$ cat src/pkg/ind_mon_pkg.sv
// package for the indicator status monitor: register map, field layout,
// reset values and event record format.
// assumes an apb master with 32-bit data and a 100 MHz pclk.
package ind_mon_pkg;

	// ****************************************
	// sizes
	// ****************************************
	localparam int N_INST      = 10;
	localparam int LABEL_CHARS = 32;
	localparam int LABEL_WORDS = LABEL_CHARS / 4;
	localparam int TS_W        = 32;
	localparam int CLK_MHZ     = 100;
	localparam int MS_NS       = 1000000;
	localparam int CLK_NS      = 1000 / CLK_MHZ;
	localparam int MS_CYCLES   = MS_NS / CLK_NS;

	// ****************************************
	// register offsets (byte addresses)
	// ****************************************
	localparam logic [11:0] CTRL_OFF      = 12'h000;
	localparam logic [11:0] IRQ_STAT_OFF  = 12'h004;
	localparam logic [11:0] IRQ_MASK_OFF  = 12'h008;
	localparam logic [11:0] EVT_STAT_OFF  = 12'h00C;
	localparam logic [11:0] EVT_DATA_OFF  = 12'h010;
	localparam logic [11:0] EVT_TIME_OFF  = 12'h014;
	localparam logic [11:0] TIME_OFF      = 12'h018;
	localparam logic [11:0] INST_BASE_OFF = 12'h100;
	localparam logic [11:0] LABEL_BASE_OFF = 12'h200;
	localparam logic [11:0] INST_STRIDE   = 12'h004;

	// ctrl fields
	localparam int CTRL_RUN_BIT = 0;
	// per-instance cfg fields
	localparam int CFG_ON_BIT   = 0;
	localparam int CFG_OFF_BIT  = 1;
	localparam int CFG_ST_LSB   = 8;
	// interrupt status bits
	localparam int IRQ_EVT_BIT  = 0;
	localparam int IRQ_OVF_BIT  = 1;

	localparam logic [1:0] CFG_SEL_RST = 2'h3;

	// ****************************************
	// types
	// ****************************************
	typedef enum logic [3:0] {
		ST_INTER  = 4'h1,
		ST_OPEN   = 4'h2,
		ST_CLOSED = 4'h4,
		ST_BAD    = 4'h8
	} ind_state_t;

	// one event record as pushed into the event slot
	typedef struct packed {
		logic [3:0]      inst;
		logic [1:0]      sig;   // 0 inter, 1 open, 2 close, 3 bad
		logic            on;
		logic [TS_W-1:0] stamp;
	} event_rec_t;

	typedef struct packed {
		logic       open_in;
		logic       close_in;
	} status_in_t;

endpackage

$ cat src/rtl/ind_status_monitor.sv
// indicator status monitor: ten instances, event capture with ms stamps,
// apb register file and a level interrupt.
// assumes raw status pins from outside pclk; an apb master on pclk.
// Behaviour
// [RULE1] neither input active reports intermediate
// [RULE2] both inputs active reports bad
// [RULE3] open input at one means indicator open
// [RULE4] close input at one means indicator closed
// [RULE5] only open gives open, only close gives closed
// [RULE6] each of four state signals emits ON on rise, OFF on fall
// [RULE7] every event carries a one millisecond time stamp
// [RULE8] per instance selection keeps ON, OFF or both events
// [RULE9] single input use: outside feeds its inverse as second input
// [RULE10] block only indicates, drives no open or close controls
// [RULE11] settings change only in setup phase, not while running
// [RULE12] ten independent instances each with four state events
// [RULE13] each instance keeps a 32 character label, default indexed
`timescale 1ns/10ps
module ind_status_monitor (
	// clock and reset
	input  wire logic                    pclk,
	input  wire logic                    presetn,
	// apb slave
	input  wire logic                    psel,
	input  wire logic                    penable,
	input  wire logic                    pwrite,
	input  wire logic [11:0]             paddr,
	input  wire logic [31:0]             pwdata,
	input  wire logic [3:0]              pstrb,
	output logic                         pready,
	output logic [31:0]                  prdata,
	output logic                         pslverr,
	// status pins, one pair per instance
	input  wire ind_mon_pkg::status_in_t status_pins [ind_mon_pkg::N_INST],
	// interrupt, the only output besides the bus
	output logic                         irq  // RULE10
);

	localparam int N = ind_mon_pkg::N_INST;

	// ****************************************
	// input synchronisers and instances
	// ****************************************
	ind_mon_pkg::status_in_t sync1 [N];
	ind_mon_pkg::status_in_t sync2 [N];
	ind_mon_pkg::ind_state_t st    [N];
	logic [3:0]              rise  [N];
	logic [3:0]              fall  [N];
	logic [1:0]              sel   [N];
	logic [N*8-1:0]          pend;

	genvar g;
	generate
		for (g = 0; g < N; g++) begin : g_inst
			always_ff @(posedge pclk or negedge presetn) begin
				if (!presetn) begin
					sync1[g] <= '0;
					sync2[g] <= '0;
				end else begin
					sync1[g] <= status_pins[g];
					sync2[g] <= sync1[g];
				end
			end

			ind_decode u_dec ( // RULE12
				.pclk     (pclk),
				.presetn  (presetn),
				.open_in  (sync2[g].open_in),
				.close_in (sync2[g].close_in),
				.state    (st[g]),
				.rise     (rise[g]),
				.fall     (fall[g])
			);
		end
	endgenerate

	// ****************************************
	// ms time base
	// ****************************************
	logic [16:0]                     ms_div;
	logic [ind_mon_pkg::TS_W-1:0]    ms_time;

	always_ff @(posedge pclk or negedge presetn) begin
		if (!presetn) begin
			ms_div  <= '0;
			ms_time <= '0;
		end else if (ms_div == 17'(ind_mon_pkg::MS_CYCLES - 1)) begin
			ms_div  <= '0;
			ms_time <= ms_time + 32'h1; // RULE7
		end else begin
			ms_div  <= ms_div + 17'h1;
		end
	end

	// ****************************************
	// pending events and arbiter
	// ****************************************
	// pend bit i*8+s: s<4 ON of signal s, s>=4 OFF of signal s-4
	logic        take;
	logic [6:0]  pick;
	logic        pick_ok;
	logic        evt_full;
	logic        ovf_evt;

	always_comb begin
		pick    = '0;
		pick_ok = 1'b0;
		for (int i = N*8-1; i >= 0; i--) begin
			if (pend[i]) begin
				pick    = 7'(i);
				pick_ok = 1'b1;
			end
		end
	end

	assign take = pick_ok && !evt_full;

	generate
		for (g = 0; g < N; g++) begin : g_pend
			logic [7:0] arrive;
			logic [7:0] clr;
			always_comb begin
				arrive = {fall[g] & {4{sel[g][ind_mon_pkg::CFG_OFF_BIT]}},
				          rise[g] & {4{sel[g][ind_mon_pkg::CFG_ON_BIT]}}};
				clr = '0;
				if (take && pick[6:3] == 4'(g))
					clr[pick[2:0]] = 1'b1;
			end
			always_ff @(posedge pclk or negedge presetn) begin
				if (!presetn)
					pend[g*8 +: 8] <= '0;
				else // RULE6 RULE8
					pend[g*8 +: 8] <= (pend[g*8 +: 8] & ~clr) | arrive;
			end
		end
	endgenerate

	// a new edge on a still pending bit is merged: flagged as overflow
	always_comb begin
		ovf_evt = 1'b0;
		for (int i = 0; i < N; i++)
			if (|(pend[i*8 +: 8] & {fall[i], rise[i]}))
				ovf_evt = 1'b1;
	end

	// ****************************************
	// event slot (read side of common buffer)
	// ****************************************
	ind_mon_pkg::event_rec_t evt;
	logic                    evt_pop;

	always_ff @(posedge pclk or negedge presetn) begin
		if (!presetn) begin
			evt_full <= 1'b0;
			evt      <= '0;
		end else if (take) begin
			evt_full  <= 1'b1;
			evt.inst  <= pick[6:3];
			evt.sig   <= pick[1:0];
			evt.on    <= ~pick[2];
			evt.stamp <= ms_time; // RULE7
		end else if (evt_pop) begin
			evt_full <= 1'b0;
		end
	end

	// ****************************************
	// apb registers
	// ****************************************
	logic        run;
	logic [1:0]  irq_stat;
	logic [1:0]  irq_mask;
	logic [31:0] label [N][ind_mon_pkg::LABEL_WORDS];
	logic        acc;
	logic        wr;
	logic        in_inst;
	logic        in_label;
	logic [3:0]  idx;
	logic [2:0]  lword;
	logic        bad_addr;
	logic [31:0] rd;

	assign acc      = psel && penable;
	assign wr       = acc && pwrite && pready;
	assign in_inst  = paddr >= ind_mon_pkg::INST_BASE_OFF &&
	                  paddr < ind_mon_pkg::INST_BASE_OFF + 12'(N*4);
	assign in_label = paddr >= ind_mon_pkg::LABEL_BASE_OFF &&
	                  paddr < ind_mon_pkg::LABEL_BASE_OFF + 12'(N*32);
	assign idx      = in_label ? 4'(paddr[11:5] - 7'h10)
	                           : 4'(paddr[5:2]);
	assign lword    = paddr[4:2];
	assign evt_pop  = acc && !pwrite && pready &&
	                  paddr == ind_mon_pkg::EVT_TIME_OFF;

	always_ff @(posedge pclk or negedge presetn) begin
		if (!presetn)
			run <= 1'b0;
		else if (wr && paddr == ind_mon_pkg::CTRL_OFF)
			run <= pwdata[ind_mon_pkg::CTRL_RUN_BIT];
	end

	generate
		for (g = 0; g < N; g++) begin : g_cfg
			always_ff @(posedge pclk or negedge presetn) begin
				if (!presetn)
					sel[g] <= ind_mon_pkg::CFG_SEL_RST;
				else if (wr && !run && in_inst && idx == 4'(g)) // RULE11
					sel[g] <= pwdata[1:0];
			end
			for (genvar w = 0; w < ind_mon_pkg::LABEL_WORDS; w++) begin : g_l
				// default label: three letters plus index digit
				localparam logic [31:0] LBL_RST = (w == 0) ?
					{8'h30 + 8'(g), 8'h44, 8'h4E, 8'h49} : 32'h0;
				always_ff @(posedge pclk or negedge presetn) begin
					if (!presetn)
						label[g][w] <= LBL_RST; // RULE13
					else if (wr && !run && in_label && idx == 4'(g) &&
					         lword == 3'(w))
						for (int b = 0; b < 4; b++)
							if (pstrb[b])
								label[g][w][b*8 +: 8] <= pwdata[b*8 +: 8];
				end
			end
		end
	endgenerate

	// w1c, a new event in the same cycle wins
	always_ff @(posedge pclk or negedge presetn) begin
		if (!presetn) begin
			irq_stat <= '0;
			irq_mask <= '0;
		end else begin
			irq_stat <= (irq_stat & ~((wr && paddr ==
			             ind_mon_pkg::IRQ_STAT_OFF) ? pwdata[1:0] : 2'h0))
			            | {ovf_evt, take};
			if (wr && paddr == ind_mon_pkg::IRQ_MASK_OFF)
				irq_mask <= pwdata[1:0];
		end
	end

	always_ff @(posedge pclk or negedge presetn) begin
		if (!presetn)
			irq <= 1'b0;
		else
			irq <= |(irq_stat & irq_mask);
	end

	// read mux
	always_comb begin
		rd       = '0;
		bad_addr = 1'b0;
		if (in_inst && idx < 4'(N))
			rd = {20'h0, st[idx], 6'h0, sel[idx]};
		else if (in_label && idx < 4'(N))
			rd = label[idx][lword];
		else
			case (paddr)
				ind_mon_pkg::CTRL_OFF:     rd = {31'h0, run};
				ind_mon_pkg::IRQ_STAT_OFF: rd = {30'h0, irq_stat};
				ind_mon_pkg::IRQ_MASK_OFF: rd = {30'h0, irq_mask};
				ind_mon_pkg::EVT_STAT_OFF: rd = {31'h0, evt_full};
				ind_mon_pkg::EVT_DATA_OFF:
					rd = {24'h0, evt.inst, evt.on, 1'b0, evt.sig};
				ind_mon_pkg::EVT_TIME_OFF: rd = evt.stamp;
				ind_mon_pkg::TIME_OFF:     rd = ms_time;
				default:                   bad_addr = 1'b1;
			endcase
	end

	// one wait state: setup, access, ready on second access edge
	always_ff @(posedge pclk or negedge presetn) begin
		if (!presetn) begin
			pready  <= 1'b0;
			prdata  <= '0;
			pslverr <= 1'b0;
		end else begin
			pready  <= acc && !pready;
			prdata  <= (acc && !pready && !pwrite) ? rd : 32'h0;
			pslverr <= acc && !pready && bad_addr;
		end
	end

	// status only: no control outputs toward the switching object

	stamp_cur_a: assert property ( // RULE7
		@(posedge pclk) disable iff (!presetn)
		take |=> evt.stamp == $past(ms_time))
		else $error("event stamp not current ms");

	filter_on_a: assert property ( // RULE8
		@(posedge pclk) disable iff (!presetn)
		(!sel[0][0] && !pend[1]) |=> !pend[1])
		else $error("filtered ON event was queued");

	edge_pend_a: assert property ( // RULE6
		@(posedge pclk) disable iff (!presetn)
		(rise[0][1] && sel[0][0]) |=> pend[1] || evt_full)
		else $error("open rise not queued");

	cfg_frozen_a: assert property ( // RULE11
		@(posedge pclk) disable iff (!presetn)
		run && $past(run) |-> $stable(sel[0]))
		else $error("setting changed while running");

	open_dec_a: assert property ( // RULE3
		@(posedge pclk) disable iff (!presetn)
		(sync2[0].open_in && !sync2[0].close_in)
		|=> st[0] == ind_mon_pkg::ST_OPEN)
		else $error("open decode wrong");

	close_dec_a: assert property ( // RULE4
		@(posedge pclk) disable iff (!presetn)
		(!sync2[0].open_in && sync2[0].close_in)
		|=> st[0] == ind_mon_pkg::ST_CLOSED)
		else $error("close decode wrong");

endmodule // ind_status_monitor

$ cat src/rtl/ind_decode.sv
// one indicator instance: status decode and edge detection.
// assumes its inputs are already synchronised to pclk.
`timescale 1ns/10ps
module ind_decode (
	// clock and reset
	input  wire logic                     pclk,
	input  wire logic                     presetn,
	// status inputs
	input  wire logic                     open_in,
	input  wire logic                     close_in,
	// decoded state and per-signal changes
	output ind_mon_pkg::ind_state_t       state,
	output logic [3:0]                    rise,
	output logic [3:0]                    fall
);

	ind_mon_pkg::ind_state_t next_state;
	logic [3:0]              prev;

	always_comb begin
		case ({open_in, close_in})
			2'h0:    next_state = ind_mon_pkg::ST_INTER;  // RULE1
			2'h2:    next_state = ind_mon_pkg::ST_OPEN;   // RULE3 RULE5
			2'h1:    next_state = ind_mon_pkg::ST_CLOSED; // RULE4 RULE5
			2'h3:    next_state = ind_mon_pkg::ST_BAD;    // RULE2
			default: next_state = ind_mon_pkg::ST_INTER;
		endcase
	end

	always_ff @(posedge pclk or negedge presetn) begin
		if (!presetn) begin
			state <= ind_mon_pkg::ST_INTER;
			prev  <= 4'h1;
		end else begin
			state <= next_state;
			prev  <= state;
		end
	end

	// changes seen in the same cycle as the state register moves, for one cycle
	always_comb begin
		rise = state & ~prev;
		fall = prev & ~state;
	end

	state_onehot_a: assert property ( // RULE2
		@(posedge pclk) disable iff (!presetn)
		$onehot(state)) else $error("state not one-hot");

	decode_map_a: assert property ( // RULE2
		@(posedge pclk) disable iff (!presetn)
		(open_in && close_in) |=> state == ind_mon_pkg::ST_BAD)
		else $error("both active must decode bad");

	inter_map_a: assert property ( // RULE1
		@(posedge pclk) disable iff (!presetn)
		(!open_in && !close_in) |=> state == ind_mon_pkg::ST_INTER)
		else $error("none active must decode intermediate");

endmodule // ind_decode

$ cat config.mk
export PLATFORM = sky130hd
export DESIGN_NAME = ind_status_monitor
export DESIGN_NICKNAME = d
export VERILOG_FILES = /design/src/pkg/ind_mon_pkg.sv /design/src/rtl/ind_status_monitor.sv /design/src/rtl/ind_decode.sv
export SDC_FILE = /design/constraint.sdc
export NUM_CORES = 2
export LEC_CHECK = 0
export BUFFER_PORTS_ARGS = -buffer_cell sky130_fd_sc_hd__buf_4
export CORE_MARGIN = 3
export CORE_UTILIZATION = 40
export CTS_BUF_LIST = sky130_fd_sc_hd__clkbuf_16
export DETAILED_ROUTE_END_ITERATION = 16
export PLACE_DENSITY = 0.63
export SYNTH_ARGS = -nofsm -noshare
export SYNTH_HDL_FRONTEND = slang
export SYNTH_HIERARCHICAL = 1
export SYNTH_SLANG_ARGS = --single-unit
$ cat constraint.sdc
create_clock -name pclk -period 3.1 [get_ports pclk]
set_clock_uncertainty 0.1 [all_clocks]
set_input_delay 0.155 -clock pclk [delete_from_list [all_inputs] [get_ports pclk]]
set_output_delay 0.155 -clock pclk [all_outputs]
set_load 0.01 [all_outputs]
======== After elaboration in Yosys (flattened, before gate mapping) ========
Index checks and enable logic that the tools add are counted.
word-level totals
  flip-flop bits (word level) ............. 2,909
  input bits .............................. 73
  output and inout port bits .............. 35
  logic and storage cells ................. 1,293
operators by class
  add/subtract/negate cells ............... 3
  $lt $le $gt $ge ......................... 9
  equality and inequality tests ........... 62
  muxes and demuxes ....................... 216
  bitwise gates (word level) .............. 107
  reductions and logical operators ........ 482
operators by type and width
  operator                 count
  $bmux W256 S4            1
  $reduce_and A2 Y1        320
  $mux W7                  80
  $mux W256                2
  $pmux W32 S7             1
  $and A4 B4 Y4            40
  $and A8 B8 Y8            20
  $mux W32                 5
  $pmux W4 S4              10
  $logic_and A1 B1 Y1      131
  $bmux W32 S3             1
  $mux W1                  96
  $mux W8                  10
  $not A4 Y4               20
  $not A8 Y8               10
  $or A8 B8 Y8             10
  $reduce_or A8 Y1         10
  $eq A2 B2 Y1 const B     20
  $eq A12 B5 Y1 const B    3
  $add A32 B1 Y32 const B  1
  $eq A4 B3 Y1 const B     8
  $eq A12 B4 Y1 const B    2
  $eq A2 B1 Y1 const B     10
  $logic_not A2 Y1         10
  38 further kinds         58

======== Depth between registers and ports, before layout ========
  depth in word-level cells ............... 88
  mapped depth ............................ 16
  depth with buffers taken out ............ 10

======== Modules after synthesis ========
Netlist, hierarchy kept.
by module, submodules not included
  module              times used  cells an instance  area each (um2)  sequential area each (um2)
  ind_status_monitor  1           10,862             130,889.3        70,974.3
  ind_decode          10          20                 275.3            202.7

======== Worst setup path after synthesis ========
No wires, ideal clock.
  path kind ............................... register to register
  from .................................... register pend[72]
  to ...................................... register pend[13]
  library setup time ...................... 141 ps
  arrival ................................. 2,603 ps
  data required time ...................... 2,859 ps
  path slack .............................. 256 ps
  cell stages (with the launch flop) ...... 11
  path buffers ............................ 2
  clock period less this slack ............ 2,844 ps
  cell sequence ........................... dfrtp_1 or4_1 o21ai_0 a21oi_1 o2111ai_1 or3b_2 a21boi_1 nor2b_1 buf_2 buf_2 a31oi_1
between the ends
  cells in the longest elaborated chain, start to end .. 81
  elaborated cells on any way between the ends .. 158
  classes of those cells .................. order compare: 2; eq/ne: 1; mux: 149; bitwise: 3; reduce/logical: 3
RTL lines
  what                                                                       RTL line                   text
  start, declared                                                            ind_status_monitor.sv:50   logic [N*8-1:0] pend;
  start signal, assigned by index                                            ind_status_monitor.sv:133  pend[g*8 +: 8] <= (pend[g*8 +: 8] & ~clr) | arrive;
  $mux W7 (73 in series)                                                     ind_status_monitor.sv:109  if (pend[i]) begin
  $lt A3 B4 Y1 (implied by the code) / $ge A3 B1 Y1 (equally long branches)  ind_status_monitor.sv:127  clr[pick[2:0]] = 1'b1;
  $logic_and A1 B1 Y1 (implied by the code)                                  ind_status_monitor.sv:127
  $mux W1 (implied by the code)                                              ind_status_monitor.sv:127
  $demux W1 S3                                                               ind_status_monitor.sv:127
  $mux W8 (*)                                                                ind_status_monitor.sv:126  if (take && pick[6:3] == 4'(g))
  $not A8 Y8 (*)                                                             ind_status_monitor.sv:133
  $and A8 B8 Y8 (*)                                                          ind_status_monitor.sv:133
  $or A8 B8 Y8 (*)                                                           ind_status_monitor.sv:133
Mark *: on every way between the ends. The rest lies on a longest branch, timed or not.
A chain may end at the register's enable or synchronous reset.

======== Worst setup path after layout ========
  from .................................... input port paddr[4]
  to ...................................... register prdata[12]
between the ends
  cells in the longest elaborated chain, start to end .. 13
  elaborated cells on any way between the ends .. 29
  classes of those cells .................. order compare: 5; eq/ne: 6; mux: 11; bitwise: 2; reduce/logical: 5
RTL lines
  what                                                     RTL line                                              text
  start, declared                                          ind_status_monitor.sv:27                              input wire logic [11:0] paddr,
  $ge A12 B10 Y1 / $lt A12 B10 Y1 (equally long branches)  ind_status_monitor.sv:187, ind_status_monitor.sv:188
  $logic_and A1 B1 Y1                                      ind_status_monitor.sv:187                             assign in_label = paddr >= ind_mon_pkg::LABEL_BASE_OFF &&
  $mux W4                                                  ind_status_monitor.sv:189                             assign idx = in_label ? 4'(paddr[11:5] - 7'h10)
  $not A4 Y5 (implied by the code)                         ind_status_monitor.sv:255                             rd = label[idx][lword];
  $bmux W256 S4                                            ind_status_monitor.sv:255
  $mux W256 (implied by the code) (2 in series)            ind_status_monitor.sv:255
  $bmux W32 S3                                             ind_status_monitor.sv:255
  $mux W32 (implied by the code) (2 in series)             ind_status_monitor.sv:255
  $mux W32                                                 ind_status_monitor.sv:254                             else if (in_label && idx < 4'(N))
  $mux W32 (*)                                             ind_status_monitor.sv:252                             if (in_inst && idx < 4'(N))
  $mux W32 (*)                                             ind_status_monitor.sv:278                             prdata <= (acc && !pready && !pwrite) ? rd : 32'h0;
  end signal, assigned                                     ind_status_monitor.sv:278
  end, declared                                            ind_status_monitor.sv:31                              output logic [31:0] prdata,
Mark *: on every way between the ends. The rest lies on a longest branch, timed or not. The select of a mux whose other input is x is not followed.

==> reports/metrics.csv <==
stage;metric;value;unit
placed_design;dp_hpwl;363000;um
clocking;cts.sinks;2909;
clocking;numCtsBuffers;322;
sta;tightest_slew;1330;ps
sta;min_period;3200;ps
drt;first_pass_iters;6;
worst_setup_path;crit_end;prdata[12]$_DFF_PN0_;
synthesis;synth_edf_count;0;
power_and_ir_drop;p_int;61.7;mW
placed_design;pre_cts_slack;-858;ps
power_and_ir_drop;pwr-share-seq;0.458;
die;fp.dieW;584;um
worst_setup_path;worst_ep_arrival_time;3930;ps
synthesis;synthTopCellsByArea;dfrtp_1 (51%), mux2_2 (21%), nand2_1 (4.1%);
clocking;clk_pin_slew;60;ps
power_and_ir_drop;combPwrFrac;0.089;
power_and_ir_drop;power.switching;21.9;mW
final_layout;stdcell_count;17200;
grt;antenna_found_initial;48;
grt;first_global_vias;105000;
synthesis;synth_top_area_share;0.514;
die;ioPinCount;108;
power_and_ir_drop;powerDensity;506;nW/um^2
grt;grt-ovfl-total;0;
final_layout;layout.nets;12600;
sta;period_share;1.03;
die;start_util;0.403;
synthesis;yosysTopAreaCell;dfrtp_1;
grt;grt_pass1_wl;754000;um
worst_setup_path;r2r_setup_slack;60;ps
power_and_ir_drop;leakage;78.2;nW
drt;wl_per_cell;30.3;um
power_and_ir_drop;total_power;83.5;mW
worst_setup_path;crit_start;paddr[4];
clocking;insertion_delay;980;ps
drt;wl;520000;um
clocking;cts-root-buf;clkbuf_16;
die;fp.dieH;584;um
final_layout;fillCellCount;28900;
drt;route.detailed.drc;0;
placed_design;place_congestion;0.967;
status;outcome;finished, violations left;
placed_design;placedCellCount;16500;
drt;ant_nets;0;
synthesis;yosysWarnings;6;
sta;hold_viol;0;
drt;via_count;103000;
worst_setup_path;cp-start-kind;primary input;
synthesis;synthArstFlopShare;1.00;
clocking;cts_tree;done;
sta;slew_viol_final;0;
grt;grt_max_degree;113;
synthesis;seq_area_frac_synth;0.546;
grt;track_usage;0.300;
synthesis;synth_area_per_cell;12.1;um^2
worst_setup_path;critical_path_class;in -> reg;
worst_hold_path;hp-class;in -> reg;
worst_setup_path;end_kind;register;
clocking;h-tree-depth;5;
die;core_area;332000;um^2
sta;setup_ws;-99.1;ps
sta;max_freq;0.313;GHz
synthesis;synth_cell_types;86;
sta;slew_headroom;0.113;
synthesis;synthCells;11100;
die;die_area;341000;um^2
clocking;clk_path_buf_depth;4;
sta;fin_tns_setup;-99.1;ps
worst_setup_path;required;3830;ps
worst_setup_path;r2r.worst_path.cells;10;
drt;first_iter_violations;11200;
worst_setup_path;cp_max_fo;30;
synthesis;synth_ff_type;dfrtp_1;
worst_setup_path;worstReg2RegStart;pready$_DFF_PN0_;
final_layout;syn_to_final_growth;23.6;%
die;rows;211;
final_layout;drive_gt1_frac;0.420;
worst_setup_path;reg2reg_to;label[415]$_DFFE_PN0P_;
power_and_ir_drop;p_clk_frac;0.453;
final_layout;fin_util;0.498;
synthesis;ys_seq_elements;2909;
status;violations;negative setup slack;
power_and_ir_drop;ir_worst_vdd;432;uV
sta;rsz0062_at_grt;false;
synthesis;synth_area;134000;um^2
sta;setup_viol;1;
drt;vias_per_cell;6.02;
job;cap_viol_max_count;0;
synthesis;syn_nets;11100;
placed_design;port_buffers;107;
power_and_ir_drop;p_sw_frac;0.262;
## cells in the final DEF (no fill, tap or decap), types with 38 or more instances in the layout
cell type,Yosys,final
dfrtp_1,2744,2744
mux2_2,2551,2551
buf_4,14,1538
nand2_1,1476,1469
nand3_1,475,469
a21oi_1,375,371
mux2i_1,332,332
clkbuf_16,0,327
buf_12,0,302
nor2_2,227,239
o21ai_0,172,168
dfstp_2,165,165
nor2_1,182,160
a31oi_1,136,131
a221o_1,119,119
a211oi_1,111,110
nor2b_1,110,109
inv_1,30,106
a221oi_1,96,96
and3_1,92,92
dlygate4sd3_1,0,89
o22ai_1,86,84
clkinv_1,1,71
nor3_1,70,66
nand4_1,62,62
a22o_1,59,59
nor4_1,57,56
a22oi_1,56,55
mux4_2,48,48
clkinv_2,0,45
mux2_1,38,38
## how the worst min path moves through the flow
stage             start                           endpoint  slack [ps]  cells past startpoint
2_1_floorplan   presetn                 evt[0]$_DFFE_PN0P_        -240                      0
3_3_place_gp    presetn  g_inst[4].u_dec/prev[1]$_DFF_PN0_         150                      1
3_5_place_dp    presetn  g_inst[4].u_dec/prev[1]$_DFF_PN0_         130                      1
4_1_cts        paddr[2]                prdata[2]$_DFF_PN0_           1                      5
5_1_grt        paddr[2]                prdata[2]$_DFF_PN0_          20                      5
6_report       paddr[2]                prdata[2]$_DFF_PN0_          60                      5
## critical path, cell delays in order
cell	delay, ps
dlygate4sd3_1	640
buf_4	260
o22ai_1	240
and2_4	460
buf_12	270
buf_4	230
a221o_1	300
a21oi_1	130
a2111oi_1	600
o211ai_1	310
buf_4	210
o221ai_1	60
## cell type report
cell class	count	area, um^2	area share
Multi-Input combinational cell	7333	57800	0.350
Timing Repair Buffer	1932	18500	0.112
Inverter	31	116	0.000704
Sequential cell	2909	73000	0.442
Antenna cell	18	45.0	0.000273
Clock buffer	327	8180	0.0495
Clock inverter	258	2080	0.0126
Tap cell	4366	5460	0.0331
## synth_stat cells (12+ instances only)
cell / count
a2111oi_0: 32
a211oi_1: 111
a21oi_1: 375
a221o_1: 119
a221oi_1: 96
a22o_1: 59
a22oi_1: 56
a311oi_1: 17
a31oi_1: 136
a32o_1: 13
a32oi_1: 23
and2_1: 15
and3_1: 92
buf_1: 58
buf_2: 212
buf_4: 14
clkbuf_1: 501
dfrtp_1: 2744
dfstp_2: 165
inv_1: 30
mux2_1: 38
mux2_2: 2551
mux2i_1: 332
mux4_2: 48
nand2_1: 1476
nand3_1: 475
nand4_1: 62
nor2_1: 182
nor2_2: 227
nor2b_1: 110
nor3_1: 70
nor4_1: 57
o2111ai_1: 13
o211ai_1: 33
o21ai_0: 172
o21ai_1: 12
o221ai_1: 33
o22ai_1: 86
or3_1: 18
or4_1: 13
xnor2_1: 29
xor2_1: 15
## per-stage QoR
step / hold WS, ps / area [um^2]
4_1_cts: 1.41 / 165000
3_3_place_gp: 145 / 154000
2_1_floorplan: -241 / 134000
6_report: 62.7 / 165000
5_1_grt: 19.1 / 165000
3_5_place_dp: 134 / 154000
## routing by layer
layer,GRT usage,part of all wire,up-vias
li1,-,-,43100
met1,0.400,0.40,54000
met2,0.453,0.44,5102
met3,0.0730,0.094,1301
met4,0.154,0.062,40
met5,0,0.00046,-
## power by group through the flow
stage | clock [mW] | sequential, mW | combinational, mW
finish | 37.8 | 38.2 | 7.46
global route | 39.9 | 38.2 | 7.69
CTS | 38.3 | 38.2 | 7.28
detailed placement | 0 | 38.9 | 7.14
global placement | 0 | 38.9 | 7.09
floorplan | 0 | 38.9 | 2.45
## registers in the layout, indices dropped and copies added (netlist names)
signal              flops
evt                    39
evt_full                1
g_inst.u_dec/prev      40
g_inst.u_dec/state     40
irq                     1
irq_mask                2
irq_stat                2
label                2560
ms_div                 17
ms_time                32
pend                   80
prdata                 32
pready                  1
pslverr                 1
run                     1
sel                    20
sync1                  20
sync2                  20
## cell families (layout without fill, tap and decap cells)
kind of cell / after synthesis / in the layout / synth area share
compound gates: 1482 / 1482 / 0.0767
other cells: 0 / 18 / 0
xor+xnor: 44 / 44 / 0.00288
buf+inv: 820 / 2548 / 0.0256
simple gates: 2836 / 2836 / 0.0973
flops: 2909 / 2909 / 0.546
fa+ha+maj: 2 / 2 / 0.000187
mux: 2969 / 2969 / 0.251
## repair_timing
item	4_1_cts	5_1_grt
buffers inserted	1	3
hold buffers	90	0
gates resized for setup	6	18
setup endpoints to repair	43	41
hold endpoints to repair	4220	0
pin swaps	1	2
(Power assumes the default switching activity.)
